File: config.mk
export PLATFORM = sky130hd
export DESIGN_NAME = sewid_core
export DESIGN_NICKNAME = d
export VERILOG_FILES = /design/src/core/sewid_core.v /design/src/core/sewid_wtimer.v
export VERILOG_INCLUDE_DIRS = /design/src /design/src/core
export SDC_FILE = /design/constraint.sdc
export NUM_CORES = 1
export LEC_CHECK = 0
export ABC_AREA = 1
export BUFFER_PORTS_ARGS = -buffer_cell sky130_fd_sc_hd__buf_2
export CORE_MARGIN = 2
export CORE_UTILIZATION = 60
export CTS_BUF_LIST = sky130_fd_sc_hd__clkbuf_4 sky130_fd_sc_hd__clkbuf_8 sky130_fd_sc_hd__clkbuf_16
export DETAILED_ROUTE_END_ITERATION = 10
export PLACE_DENSITY_LB_ADDON = 0.12
export SLEW_MARGIN = 20
export SYNTH_ARGS = -nofsm -noshare
export SYNTH_HDL_FRONTEND = slang
export SYNTH_SLANG_ARGS = --single-unit
File: constraint.sdc
create_clock -name ref_clk_i -period 3 [get_ports ref_clk_i]
set_clock_uncertainty 0.2 [all_clocks]
set_input_delay 0.15 -clock ref_clk_i [delete_from_list [all_inputs] [get_ports ref_clk_i]]
set_output_delay 0.15 -clock ref_clk_i [all_outputs]
set_load 0.01 [all_outputs]
File: src/core/sewid_map.vh
// constants of the spi eeprom write and identification page engine
`ifndef SEWID_MAP_VH
`define SEWID_MAP_VH

// clock and self-timed write time
`define SEWID_CLK_MHZ      200
`define SEWID_TW_MS        5
`define SEWID_TW_CYC       (`SEWID_TW_MS * `SEWID_CLK_MHZ * 1000)
`define SEWID_TW_W         24

// instruction codes, kept here so a derivative can change them in one place
`define SEWID_OP_WPERMIT   8'h06
`define SEWID_OP_WFORBID   8'h04
`define SEWID_OP_RDSTAT    8'h05
`define SEWID_OP_WRITE     8'h02
`define SEWID_OP_RDID      8'h83
`define SEWID_OP_ID_PAGE_WRITE_CMD      8'h82

// address layout
`define SEWID_ARR_W        19
`define SEWID_ADDR_BYTES   2'h2
`define SEWID_PAGE_W       9
`define SEWID_ID_SEL_BIT   10
`define SEWID_GRP_LSB      2
`define SEWID_TOP_HI       18
`define SEWID_TOP_LO       17

// protect-size codes
`define SEWID_BP_NONE      2'h0
`define SEWID_BP_QUARTER   2'h1
`define SEWID_BP_HALF      2'h2
`define SEWID_BP_ALL       2'h3

// delivery and idle values
`define SEWID_BLANK_BYTE   8'hff
`define SEWID_BYTE_LAST    3'h7

`endif

File: src/core/sewid_core.v
// instruction engine of an spi eeprom: page write, identification page, lock
`timescale 1ns/1ps
`include "sewid_map.vh"
module sewid_core #(
  parameter [`SEWID_TW_W-1:0] TW_CYC = `SEWID_TW_CYC
) (
  // clock and reset
  input  wire                    ref_clk_i,
  input  wire                    rst_i,
  // spi pins
  input  wire                    cs_n_i,
  input  wire                    sclk_i,
  input  wire                    mosi_i,
  output reg                     miso_o,
  output wire                    miso_oe_o,
  // nonvolatile status bits held by the store
  input  wire                    protect_size_hi_i,
  input  wire                    protect_size_lo_i,
  input  wire                    status_lock_bit_i,
  input  wire                    id_locked_i,
  // read port of the store
  output reg                     rd_id_o,
  output reg  [`SEWID_ARR_W-1:0] rd_addr_o,
  input  wire [7:0]              rd_data_i,
  // staged bytes and write cycle towards the store
  output reg                     stg_valid_o,
  output reg                     stg_id_o,
  output reg  [`SEWID_ARR_W-1:0] stg_addr_o,
  output reg  [`SEWID_ARR_W-3:0] stg_group_o,
  output reg  [7:0]              stg_data_o,
  output reg                     stg_abort_o,
  output reg                     wr_commit_o,
  output wire                    wr_erase_o,
  output wire                    wr_prog_o,
  output reg                     id_lock_set_o,
  // status
  output wire                    write_busy_flag_o,
  output reg                     write_permit_latch_o
);
  localparam [2:0] ST_IDLE  = 3'h0;
  localparam [2:0] ST_OPC   = 3'h1;
  localparam [2:0] ST_ADDR  = 3'h2;
  localparam [2:0] ST_WDATA = 3'h3;
  localparam [2:0] ST_RDOUT = 3'h4;
  localparam [2:0] ST_SKIP  = 3'h5;

  localparam [2:0] K_ARR  = 3'h0;
  localparam [2:0] K_IDW  = 3'h1;
  localparam [2:0] K_LOCK = 3'h2;
  localparam [2:0] K_IDR  = 3'h3;
  localparam [2:0] K_LST  = 3'h4;
  localparam [2:0] K_STAT = 3'h5;

  // true when the 19-bit address falls in the area the protect bits cover
  function prot_hit;
    input [1:0] bp;
    input [1:0] top;
    begin
      case (bp)
        `SEWID_BP_NONE:    prot_hit = 1'b0;
        `SEWID_BP_QUARTER: prot_hit = (top == 2'h3);
        `SEWID_BP_HALF:    prot_hit = top[1];
        default:           prot_hit = 1'b1;
      endcase
    end
  endfunction

  // pin synchronisers; the second stage feeds logic, and a third stage on select and clock is used only to find edges
  reg        cs_m;
  reg        cs_s;
  reg        cs_p;
  reg        ck_m;
  reg        ck_s;
  reg        ck_p;
  reg        di_m;
  reg        di_s;

  reg  [2:0]              state;
  reg  [2:0]              kind;
  reg  [6:0]              shin;
  reg  [2:0]              bitc;
  reg  [1:0]              acnt;
  reg  [23:0]             addr;
  reg                     got_byte;
  reg                     extra_byte;
  reg                     cyc_lock;
  reg  [6:0]              shout;
  reg  [2:0]              obit;

  wire                    busy;
  wire                    tmr_done;
  reg                     tmr_start;

  wire       sck_rise = ck_s & ~ck_p;
  wire       sck_fall = ~ck_s & ck_p;
  // all select stages leave reset low, so a select held low through reset makes no fall
  wire       cs_fall  = ~cs_s & cs_p;
  wire       cs_rise  = cs_s & ~cs_p;
  wire       sel      = ~cs_s;
  wire [7:0] nb       = {shin, di_s};
  wire [23:0] nxa     = {addr[15:0], nb};
  wire [1:0] bp       = {protect_size_hi_i, protect_size_lo_i};
  wire [7:0] stat_byte = {status_lock_bit_i, 3'h0, bp, write_permit_latch_o, busy};
  wire [`SEWID_ARR_W-1:0] inc_page = {rd_addr_o[`SEWID_ARR_W-1:`SEWID_PAGE_W],
                                      rd_addr_o[`SEWID_PAGE_W-1:0] + 9'h001};
  reg  [7:0]              src;

  assign write_busy_flag_o = busy;
  assign miso_oe_o         = sel && (state == ST_RDOUT);

  sewid_wtimer #(
    .TW_CYC (TW_CYC)
  ) u_wtimer (
    .ref_clk_i (ref_clk_i),
    .rst_i     (rst_i),
    .start_i   (tmr_start),
    .busy_o    (busy),
    .erase_o   (wr_erase_o),
    .prog_o    (wr_prog_o),
    .done_o    (tmr_done)
  );

  always @(posedge ref_clk_i) begin
    if (rst_i) begin
      cs_m <= 1'b0;
      cs_s <= 1'b0;
      cs_p <= 1'b0;
      ck_m <= 1'b0;
      ck_s <= 1'b0;
      ck_p <= 1'b0;
      di_m <= 1'b0;
      di_s <= 1'b0;
    end else begin
      cs_m <= cs_n_i;
      cs_s <= cs_m;
      cs_p <= cs_s;
      ck_m <= sclk_i;
      ck_s <= ck_m;
      ck_p <= ck_s;
      di_m <= mosi_i;
      di_s <= di_m;
    end
  end

  // outgoing byte source
  always @* begin
    case (kind)
      K_LST:   src = {7'h00, id_locked_i};
      K_STAT:  src = stat_byte;
      default: src = rd_data_i;
    endcase
  end

  always @(posedge ref_clk_i) begin
    if (rst_i) begin
      state                <= ST_IDLE;
      kind                 <= K_ARR;
      shin                 <= 7'h00;
      bitc                 <= 3'h0;
      acnt                 <= 2'h0;
      addr                 <= 24'h000000;
      got_byte             <= 1'b0;
      extra_byte           <= 1'b0;
      cyc_lock             <= 1'b0;
      shout                <= 7'h7f;
      obit                 <= 3'h0;
      miso_o               <= 1'b1;
      rd_id_o              <= 1'b0;
      rd_addr_o            <= {`SEWID_ARR_W{1'b0}};
      stg_valid_o          <= 1'b0;
      stg_id_o             <= 1'b0;
      stg_addr_o           <= {`SEWID_ARR_W{1'b0}};
      stg_group_o          <= {(`SEWID_ARR_W-2){1'b0}};
      stg_data_o           <= `SEWID_BLANK_BYTE;
      stg_abort_o          <= 1'b0;
      wr_commit_o          <= 1'b0;
      id_lock_set_o        <= 1'b0;
      tmr_start            <= 1'b0;
      write_permit_latch_o <= 1'b0;
    end else begin
      stg_valid_o   <= 1'b0;
      stg_abort_o   <= 1'b0;
      wr_commit_o   <= 1'b0;
      id_lock_set_o <= 1'b0;
      tmr_start     <= 1'b0;

      // end of any timed cycle drops the permit latch
      if (tmr_done) begin
        write_permit_latch_o <= 1'b0;
        id_lock_set_o        <= cyc_lock;
      end

      if (cs_fall) begin
        state    <= ST_OPC;
        bitc     <= 3'h0;
        acnt     <= 2'h0;
        obit     <= 3'h0;
        got_byte <= 1'b0;
        extra_byte <= 1'b0;
      end else if (cs_rise) begin
        state <= ST_IDLE;
        // an accepted write only runs when select rises on a byte boundary
        if (state == ST_WDATA) begin
          if (bitc == 3'h0 && got_byte && (kind != K_LOCK || !extra_byte)) begin
            wr_commit_o <= 1'b1;
            tmr_start   <= 1'b1;
            cyc_lock    <= (kind == K_LOCK);
          end else begin
            stg_abort_o <= got_byte;
          end
        end
      end else if (sel && sck_rise) begin
        shin <= nb[6:0];
        bitc <= bitc + 3'h1;
        if (bitc == `SEWID_BYTE_LAST) begin
          case (state)
            ST_OPC: begin
              state <= ST_SKIP;
              case (nb)
                `SEWID_OP_WPERMIT: begin
                  if (!busy)
                    write_permit_latch_o <= 1'b1;
                end
                `SEWID_OP_WFORBID: begin
                  if (!busy)
                    write_permit_latch_o <= 1'b0;
                end
                `SEWID_OP_RDSTAT: begin
                  kind  <= K_STAT;
                  state <= ST_RDOUT;
                end
                `SEWID_OP_WRITE: begin
                  kind <= K_ARR;
                  if (write_permit_latch_o && !busy)
                    state <= ST_ADDR;
                end
                `SEWID_OP_RDID: begin
                  kind <= K_IDR;
                  if (!busy)
                    state <= ST_ADDR;
                end
                `SEWID_OP_ID_PAGE_WRITE_CMD: begin
                  kind <= K_IDW;
                  if (write_permit_latch_o && !busy)
                    state <= ST_ADDR;
                end
                default: state <= ST_SKIP;
              endcase
            end
            ST_ADDR: begin
              addr <= nxa;
              acnt <= acnt + 2'h1;
              if (acnt == `SEWID_ADDR_BYTES) begin
                rd_addr_o <= nxa[`SEWID_ARR_W-1:0];
                case (kind)
                  K_ARR: begin
                    rd_id_o <= 1'b0;
                    // 19-bit address, top two bits pick the protected area
                    if (prot_hit(bp, nxa[`SEWID_TOP_HI:`SEWID_TOP_LO]))
                      state <= ST_SKIP;
                    else
                      state <= ST_WDATA;
                  end
                  K_IDW: begin
                    rd_id_o <= 1'b1;
                    rd_addr_o <= {10'h000, nxa[`SEWID_PAGE_W-1:0]};
                    if (nxa[`SEWID_ID_SEL_BIT]) begin
                      kind <= K_LOCK;
                      if (id_locked_i || bp == `SEWID_BP_ALL)
                        state <= ST_SKIP;
                      else
                        state <= ST_WDATA;
                    end else if (id_locked_i) begin
                      state <= ST_SKIP;
                    end else begin
                      state <= ST_WDATA;
                    end
                  end
                  default: begin
                    rd_id_o   <= 1'b1;
                    rd_addr_o <= {10'h000, nxa[`SEWID_PAGE_W-1:0]};
                    if (nxa[`SEWID_ID_SEL_BIT])
                      kind <= K_LST;
                    state <= ST_RDOUT;
                  end
                endcase
              end
            end
            ST_WDATA: begin
              extra_byte <= got_byte;
              got_byte   <= 1'b1;
              if (kind != K_LOCK) begin
                stg_valid_o <= 1'b1;
                stg_id_o    <= rd_id_o;
                stg_addr_o  <= rd_addr_o;
                stg_group_o <= rd_addr_o[`SEWID_ARR_W-1:`SEWID_GRP_LSB];
                stg_data_o  <= nb;
                rd_addr_o   <= inc_page;
              end
            end
            default: state <= state;
          endcase
        end
      end else if (sel && sck_fall && state == ST_RDOUT) begin
        // data shifts out on the falling edge, one bit per clock
        obit <= obit + 3'h1;
        if (obit == 3'h0) begin
          miso_o <= src[7];
          shout  <= src[6:0];
          if (kind == K_IDR)
            rd_addr_o <= rd_addr_o + 19'h00001;
        end else begin
          miso_o <= shout[6];
          shout  <= {shout[5:0], 1'b1};
        end
      end
    end
  end
endmodule

File: src/core/sewid_wtimer.v
// self-timed write cycle: erase phase then program phase
`timescale 1ns/1ps
`include "sewid_map.vh"
module sewid_wtimer #(
  parameter [`SEWID_TW_W-1:0] TW_CYC = `SEWID_TW_CYC
) (
  // clock and reset
  input  wire ref_clk_i,
  input  wire rst_i,
  // control
  input  wire start_i,
  // cycle state
  output reg  busy_o,
  output wire erase_o,
  output wire prog_o,
  output reg  done_o
);
  localparam [`SEWID_TW_W-1:0] HALF = TW_CYC >> 1;
  localparam [`SEWID_TW_W-1:0] ONE  = {{(`SEWID_TW_W-1){1'b0}}, 1'b1};

  reg [`SEWID_TW_W-1:0] cnt;

  // first half clears the cells, second half sets the programmed ones
  assign erase_o = busy_o && (cnt < HALF);
  assign prog_o  = busy_o && (cnt >= HALF);

  always @(posedge ref_clk_i) begin
    if (rst_i) begin
      busy_o <= 1'b0;
      cnt    <= {`SEWID_TW_W{1'b0}};
      done_o <= 1'b0;
    end else begin
      done_o <= 1'b0;
      if (busy_o) begin
        if (cnt == TW_CYC - ONE) begin
          busy_o <= 1'b0;
          done_o <= 1'b1;
        end
        cnt <= cnt + ONE;
      end else if (start_i) begin
        busy_o <= 1'b1;
        cnt    <= {`SEWID_TW_W{1'b0}};
      end
    end
  end
endmodule

==> flow_summary.toml, run 1 <==
[run_status]
status = "finished clean"

[sta]
fmax_mhz = 356
worst_pin_slew_ns = 0.794
rsz0062_at_grt = "no"
min_period_over_period_pct = 93.5
slew_violations = 0
relSlewSlack_pct = 46.9
setup-tns-final_ns = 0
setup_viol = 0
hold_viol_final = 0
finalCriticalPeriod_ns = 2.81

[logic_synthesis]
netlist_instances = 976
synth.distinct_cells = 41
avgSynthCellArea_um2 = 6.74
synth_fp_nets = 1004
ys_warn_count = 0
synth_area_mm2 = 0.00658
ys_seq_elements = 130
synth_seq_area_share_pct = 39.5

[clock_tree]
clockRootBuffer = "clkbuf_8"
cts_sinks = 130
clk_pin_slew_worst_paths_ns = 0.06
clock_latency_ns = 0.54
clockBufferDepth = 2
cts_buffers = 17
cts_setup_buffers = 0
ctsHtreeMaxLevel = 4
tritoncts = "built"

[placed_design]
hpwl_um = 11200
gp_congestion = 0.893
io_buffers = 91
dp_cells = 1167
place_area_mm2 = 0.00700

[cells_and_area]
fin_util_pct = 73.1
final_common_cell = "nand2_1"
area_delta_synth_final_pct = 19.9
insertedDiodeCount = 0
multiInputGateArea_mm2 = 0.00326
final_nets = 1100
design_area_mm2 = 0.00789
final_cells = 1225
fillCellCount = 863
ff_latch_area_mm2 = 0.00260
layout-drive-gt1-share_pct = 15.6
final_cell_mix = "217 x nand2_1, 130 x dfxtp_1, 128 x nor2_1"

[power_and_ir_drop]
seqPwrFrac_pct = 42.2
p_sw_share_pct = 22.5
irDropWorstVdd_v = 0.000433
cellLeakagePower_nw = 3.58
powerDensity_mw_per_mm2 = 533
intPower_mw = 3.26
p_clk_share_pct = 52.3
combPwrFrac_pct = 5.5
power.switching_uw = 946

[detailed_routing]
drc = 0
routed_wl_um = 16900
detail_route.iter0.violations = 461
dr.pass1.iters = 5
vias = 6687
drtAntennaViolNets = 0
routedWlPerCell_um = 13.8
vias_per_cell = 5.46

[critical_path]
crit_arrival_ns = 3.08
crit_slowest_cell = "dlygate4sd3_1"
cp-end-kind = "flip-flop"
cp-start-kind = "flip-flop"
required_ns = 3.28
cp_slowest_stage_delay_ns = 0.56
reg2reg_depth = 9
rrSetupSlack_ns = 0.19
crit_fanout = 11
path_cells = "inv_1 > ha_1 > inv_1 > nand2_2 > a31oi_1 > dlygate4sd3_1 > o21ai_0 > nand2_1 > dlygate4sd3_1"
criticalPathCategory = "reg2reg"

[floorplanning]
num_rows = 38
dieArea_mm2 = 0.0118
io_pins = 92
initial_core_util_pct = 61.0
core_mm2 = 0.0108
die_w_um = 109
die_h_um = 109

[grt]
antenna_found_initial = 0
grt_overflow = 0
grt_pass1_wl_um = 27500
grt_use_total_pct = 29.5
first_global_vias = 5870
grt_max_degree = 76

[flow_run]
cap_viol_max_count = 0

[hold_path]
hp-class = "in2reg"
hold_path_depth = 9
-- path summary, 6_finish.rpt --
path | from | end
worst max-delay path | cs_s | shout[2]
worst min-delay path | id_locked_i | state[2]
worst max register to register | cs_s | shout[2]
worst min register to register | di_m | di_s
-- what timing repair did --
item / CTS / global route
hold endpoints to repair: 22 / 0
resized for setup: 0 / 1
setup endpoints to repair: 0 / 2
hold buffers: 26 / 0
-- synthesized netlist by cell type --
library cell	number	area [µm²]
nand2_1	218	818
dfxtp_1	130	2600
nor2_1	129	484
inv_1	110	413
o21ai_0	81	405
a21oi_1	76	380
nand3_1	75	375
buf_4	23	173
nand4_1	15	93.8
clkbuf_1	11	41.3
ha_1	11	138
nor3_1	11	55.1
a211oi_1	8	60.1
buf_2	8	40.0
nor2_2	8	50.1
o211ai_2	8	100
inv_2	6	22.5
nand2_2	6	37.5
nor4_1	5	31.3
o21ai_1	5	25.0
xor2_1	4	35.0
a22oi_1	3	22.5
a31oi_1	3	18.8
buf_1	3	11.3
nor2_4	2	22.5
o22ai_1	2	12.5
a31o_2	1	8.76
and2_1	1	6.26
and3_1	1	6.26
buf_6	1	11.3
clkbuf_2	1	5.00
clkinv_1	1	3.75
inv_4	1	6.26
nand2_4	1	11.3
nand3_2	1	10.0
nand3b_1	1	7.51
o21a_1	1	7.51
o21ai_2	1	8.76
o21bai_1	1	7.51
o31ai_1	1	7.51
or2_2	1	6.26
-- power by group through the flow --
stage               clock [mW]  sequential (mW)  combinational [mW]
finish                    2.20             1.77               0.231
global route              2.31             1.78               0.259
CTS                       2.22             1.77               0.227
detailed placement           0             1.81               0.207
global placement             0             1.81               0.204
floorplan                    0             1.81               0.143
-- registers in the layout, indices dropped and copies added, names as in the netlist, 2 cells and up --
register and cells:
u_wtimer.cnt 24, rd_addr_o 19, stg_addr_o 19, addr 11, stg_data_o 8, shin 7, shout 7, bitc 3
kind 3, obit 3, state 3, acnt 2
-- kinds of logic after synthesis --
| logic type | share of synthesized area [%] |
|---|---|
| xor+xnor | 0.532 |
| buf+inv | 11.0 |
| fa+ha+maj | 2.09 |
| simple gates | 30.6 |
| flops | 39.5 |
| compound gates | 16.2 |
-- critical path, delay by kind of cell (launching register included) --
| family | cells | cell delay [ns] |
|---|---|---|
| DFF | 1 | 0.37 |
| adders and majority gates | 1 | 0.24 |
| buffers and inverters | 4 | 1.40 |
| and+or+nand+nor | 2 | 0.27 |
| AOI/OAI and AO/OA | 2 | 0.26 |
-- layer usage --
layer	vias to the layer above	GRT usage (%)	wire length (µm)
li1	3352	-	-
met1	3031	38.1	7410
met2	253	46.8	7840
met4	0	12.7	526
met5	-	0	0
met3	51	7.29	1120
-- layout make-up --
class                   count  area share (%)
repair buffers            124            9.89
flip-flops and latches    130            33.0
clock inverters            15            2.73
inverters                 118            5.64
clock buffers              17            5.25
multi-input cells         681            41.3
well taps                 140            2.22
-- per-stage QoR --
stage / total power [mW] / setup WS (ns) / hold WS, ns
final: 4.20 / 0.194 / 0.103
after global routing: 4.34 / 0.0527 / 0.171
after CTS: 4.22 / 0.141 / 0.0539
after detailed placement: 2.02 / 0.848 / 0.163
after global placement: 2.02 / 0.923 / 0.155
after floorplan: 1.95 / 1.18 / 0.0570
Note: power is estimated with default switching activity, not from simulation.
==> inputs of run 2 (changes only) <==
--- a/config.mk
+++ b/config.mk
@@ -7,9 +7,10 @@
 export NUM_CORES = 1
 export LEC_CHECK = 0
 export ABC_AREA = 1
+export ABC_CLOCK_PERIOD_IN_PS = 3000
 export BUFFER_PORTS_ARGS = -buffer_cell sky130_fd_sc_hd__buf_2
 export CORE_MARGIN = 2
-export CORE_UTILIZATION = 60
+export CORE_UTILIZATION = 35
 export CTS_BUF_LIST = sky130_fd_sc_hd__clkbuf_4 sky130_fd_sc_hd__clkbuf_8 sky130_fd_sc_hd__clkbuf_16
 export DETAILED_ROUTE_END_ITERATION = 10
 export PLACE_DENSITY_LB_ADDON = 0.12
==> constraint.sdc (replaced) <==
create_clock -name ref_clk_i -period 3 [get_ports ref_clk_i]
set_clock_uncertainty 0.2 [all_clocks]
set_input_delay 0.3 -clock ref_clk_i [delete_from_list [all_inputs] [get_ports ref_clk_i]]
set_output_delay 0.3 -clock ref_clk_i [all_outputs]
set_load 0.01 [all_outputs]
==> run 2 against run 1 <==
Worst hold slack got worse by 0.085 ns. Via count shrank 6.3%. Wire length rose by 5.3%. Flip-flop and latch count stayed put. Register-to-register slack improved by 0.63 ns. Clock power barely moved. Clock-buffer cell count increased by 3. Final cell count is 6.1% higher. Sequential share of layout area rose by 0.33 points.
==> flow_summary.toml, run 2 (same netlist as run 1, synthesis figures left out) <==
[run_status]
status = "finished clean"

[critical_path]
required_ns = 2.50
crit_arrival_ns = 1.72
crit_fanout = 4
r2r_start = "cs_s"
cp-start-kind = "flip-flop"
crit_slowest_cell = "dfxtp_1"
cp_slowest_stage_delay_ns = 0.37
critPathTopFamily = "simple AND/OR/NAND/NOR gates"
path_cells = "nand2_1 > inv_1 > nand2_1 > nor3_1 > nand3_1 > nand3_1 > nand2_1 > inv_1 > buf_2"
crit_buf_inv = 3
path_common_cell = "nand2_1"
criticalPathCategory = "reg2out"
cp-end-kind = "output pin"
cp-startpoint = "u_wtimer.cnt[16]"

[sta]
fin_ws_ns = 0.781
finalCriticalPeriod_ns = 2.22
setup-tns-final_ns = 0
setup_viol = 0
min_period_over_period_pct = 74.0
hold_viol_final = 0
slew_violations = 0
rsz0062_at_grt = "no"
relSlewSlack_pct = 66.3
fmax_mhz = 451
worst_pin_slew_ns = 0.505

[grt]
grt_max_degree = 67
grt_use_total_pct = 18.3
met3_usage_pct = 3.40
grt_pass1_wl_um = 29300
first_global_vias = 5796
grt.busiest_layer = "met2"
grt_overflow = 0
met2_usage_pct = 28.5
antenna_found_initial = 0
use_met1_pct = 25.6

[cells_and_area]
multiInputGateArea_mm2 = 0.00326
ff_latch_area_mm2 = 0.00260
final_cell_mix = "218 x nand2_1, 130 x dfxtp_1, 128 x nor2_1"
largest_reg_flops = 24
design_area_mm2 = 0.00781
fillCellCount = 1974
insertedDiodeCount = 0
regMostFlops = "u_wtimer.cnt"
final_common_cell = "nand2_1"
final_nets = 1082
area_delta_synth_final_pct = 18.7
top_regs = "u_wtimer.cnt: 24 flops, rd_addr_o: 19 flops, stg_addr_o: 19 flops"
layout-drive-gt1-share_pct = 15.9

[floorplanning]
die_w_um = 141
io_pins = 92
die_h_um = 141
core_mm2 = 0.0186
num_rows = 50
dieArea_mm2 = 0.0199
initial_core_util_pct = 35.4

[placed_design]
gp_congestion = 0.839
hpwl_um = 12900
post-place-ws_ns = 0.782
place_area_mm2 = 0.00713
io_buffers = 91

[clock_tree]
cts_sinks = 130
ctsHtreeMaxLevel = 4
tritoncts = "built"
clock_latency_ns = 0.42
cts_resized = 0
cts_buffers = 17
clk_pin_slew_worst_paths_ns = 0.06
cts_setup_buffers = 0
clockRootBuffer = "clkbuf_16"
clockBufferDepth = 2
hold_buffers = 6

[power_and_ir_drop]
powerDensity_mw_per_mm2 = 538
p_total_mw = 4.20
cellLeakagePower_nw = 3.53
irDropWorstVdd_v = 0.000412

[detailed_routing]
drtAntennaViolNets = 0
detail_route.iter0.violations = 405
routed_wl_um = 17800
vias_per_cell = 4.82
routedWlPerCell_um = 13.7
vias = 6263
drc = 0
dr.pass1.iters = 5

[flow_run]
cap_viol_max_count = 0

[hold_path]
min_from = "rd_data_i[6]"
hp-class = "in2reg"
==> run 2: worst paths after layout <==
check	end	slack, ns	cells after the start
setup / recovery	wr_prog_o	0.78	9
hold / removal	shout[6]	0.02	5
setup reg to reg	stg_addr_o[16]	0.82	8
hold reg to reg	ck_s	0.20	2
==> run 2: power breakdown <==
part	total [mW]	switching [mW]	leakage, nW	internal (mW)
Sequential	1.78	0.0248	1.05	1.75
Combinational	0.221	0.146	2.17	0.0746
Clock	2.21	0.776	0.305	1.43
==> run 2: routing by layer <==
metal	up-vias	share of wire, %
met1	2810	51
li1	3310	-
met2	128	44
met4	0	1.1
met3	15	3.4
met5	-	0
==> run 2: worst reg2reg max path, delay by kind of cell (launching register included) <==
kind,cells,cell delay [ns]
buffers and inverters,1,0.34
and+or+nand+nor,5,0.95
AOI/OAI and AO/OA,2,0.30
DFF,1,0.33
==> run 2: cell type report <==
type | count | area share [%]
clock buffer | 20 | 5.89
clock inverter | 11 | 2.05
inverter | 118 | 5.70
multi-input combinational | 681 | 41.7
sequential | 130 | 33.3
tap | 234 | 3.75
timing repair buffer | 106 | 7.62
==> run 2: through the flow <==
step / std cells / hold WS [ns] / util [%]
after detailed placement: 1263 / 0.197 / 38.4
final: 1300 / 0.0172 / 42.0
after global routing: 1300 / 0.0506 / 42.0
after floorplan: 976 / 0.188 / -
after global placement: 1263 / 0.196 / 38.4
after CTS: 1300 / 0.00989 / 42.0
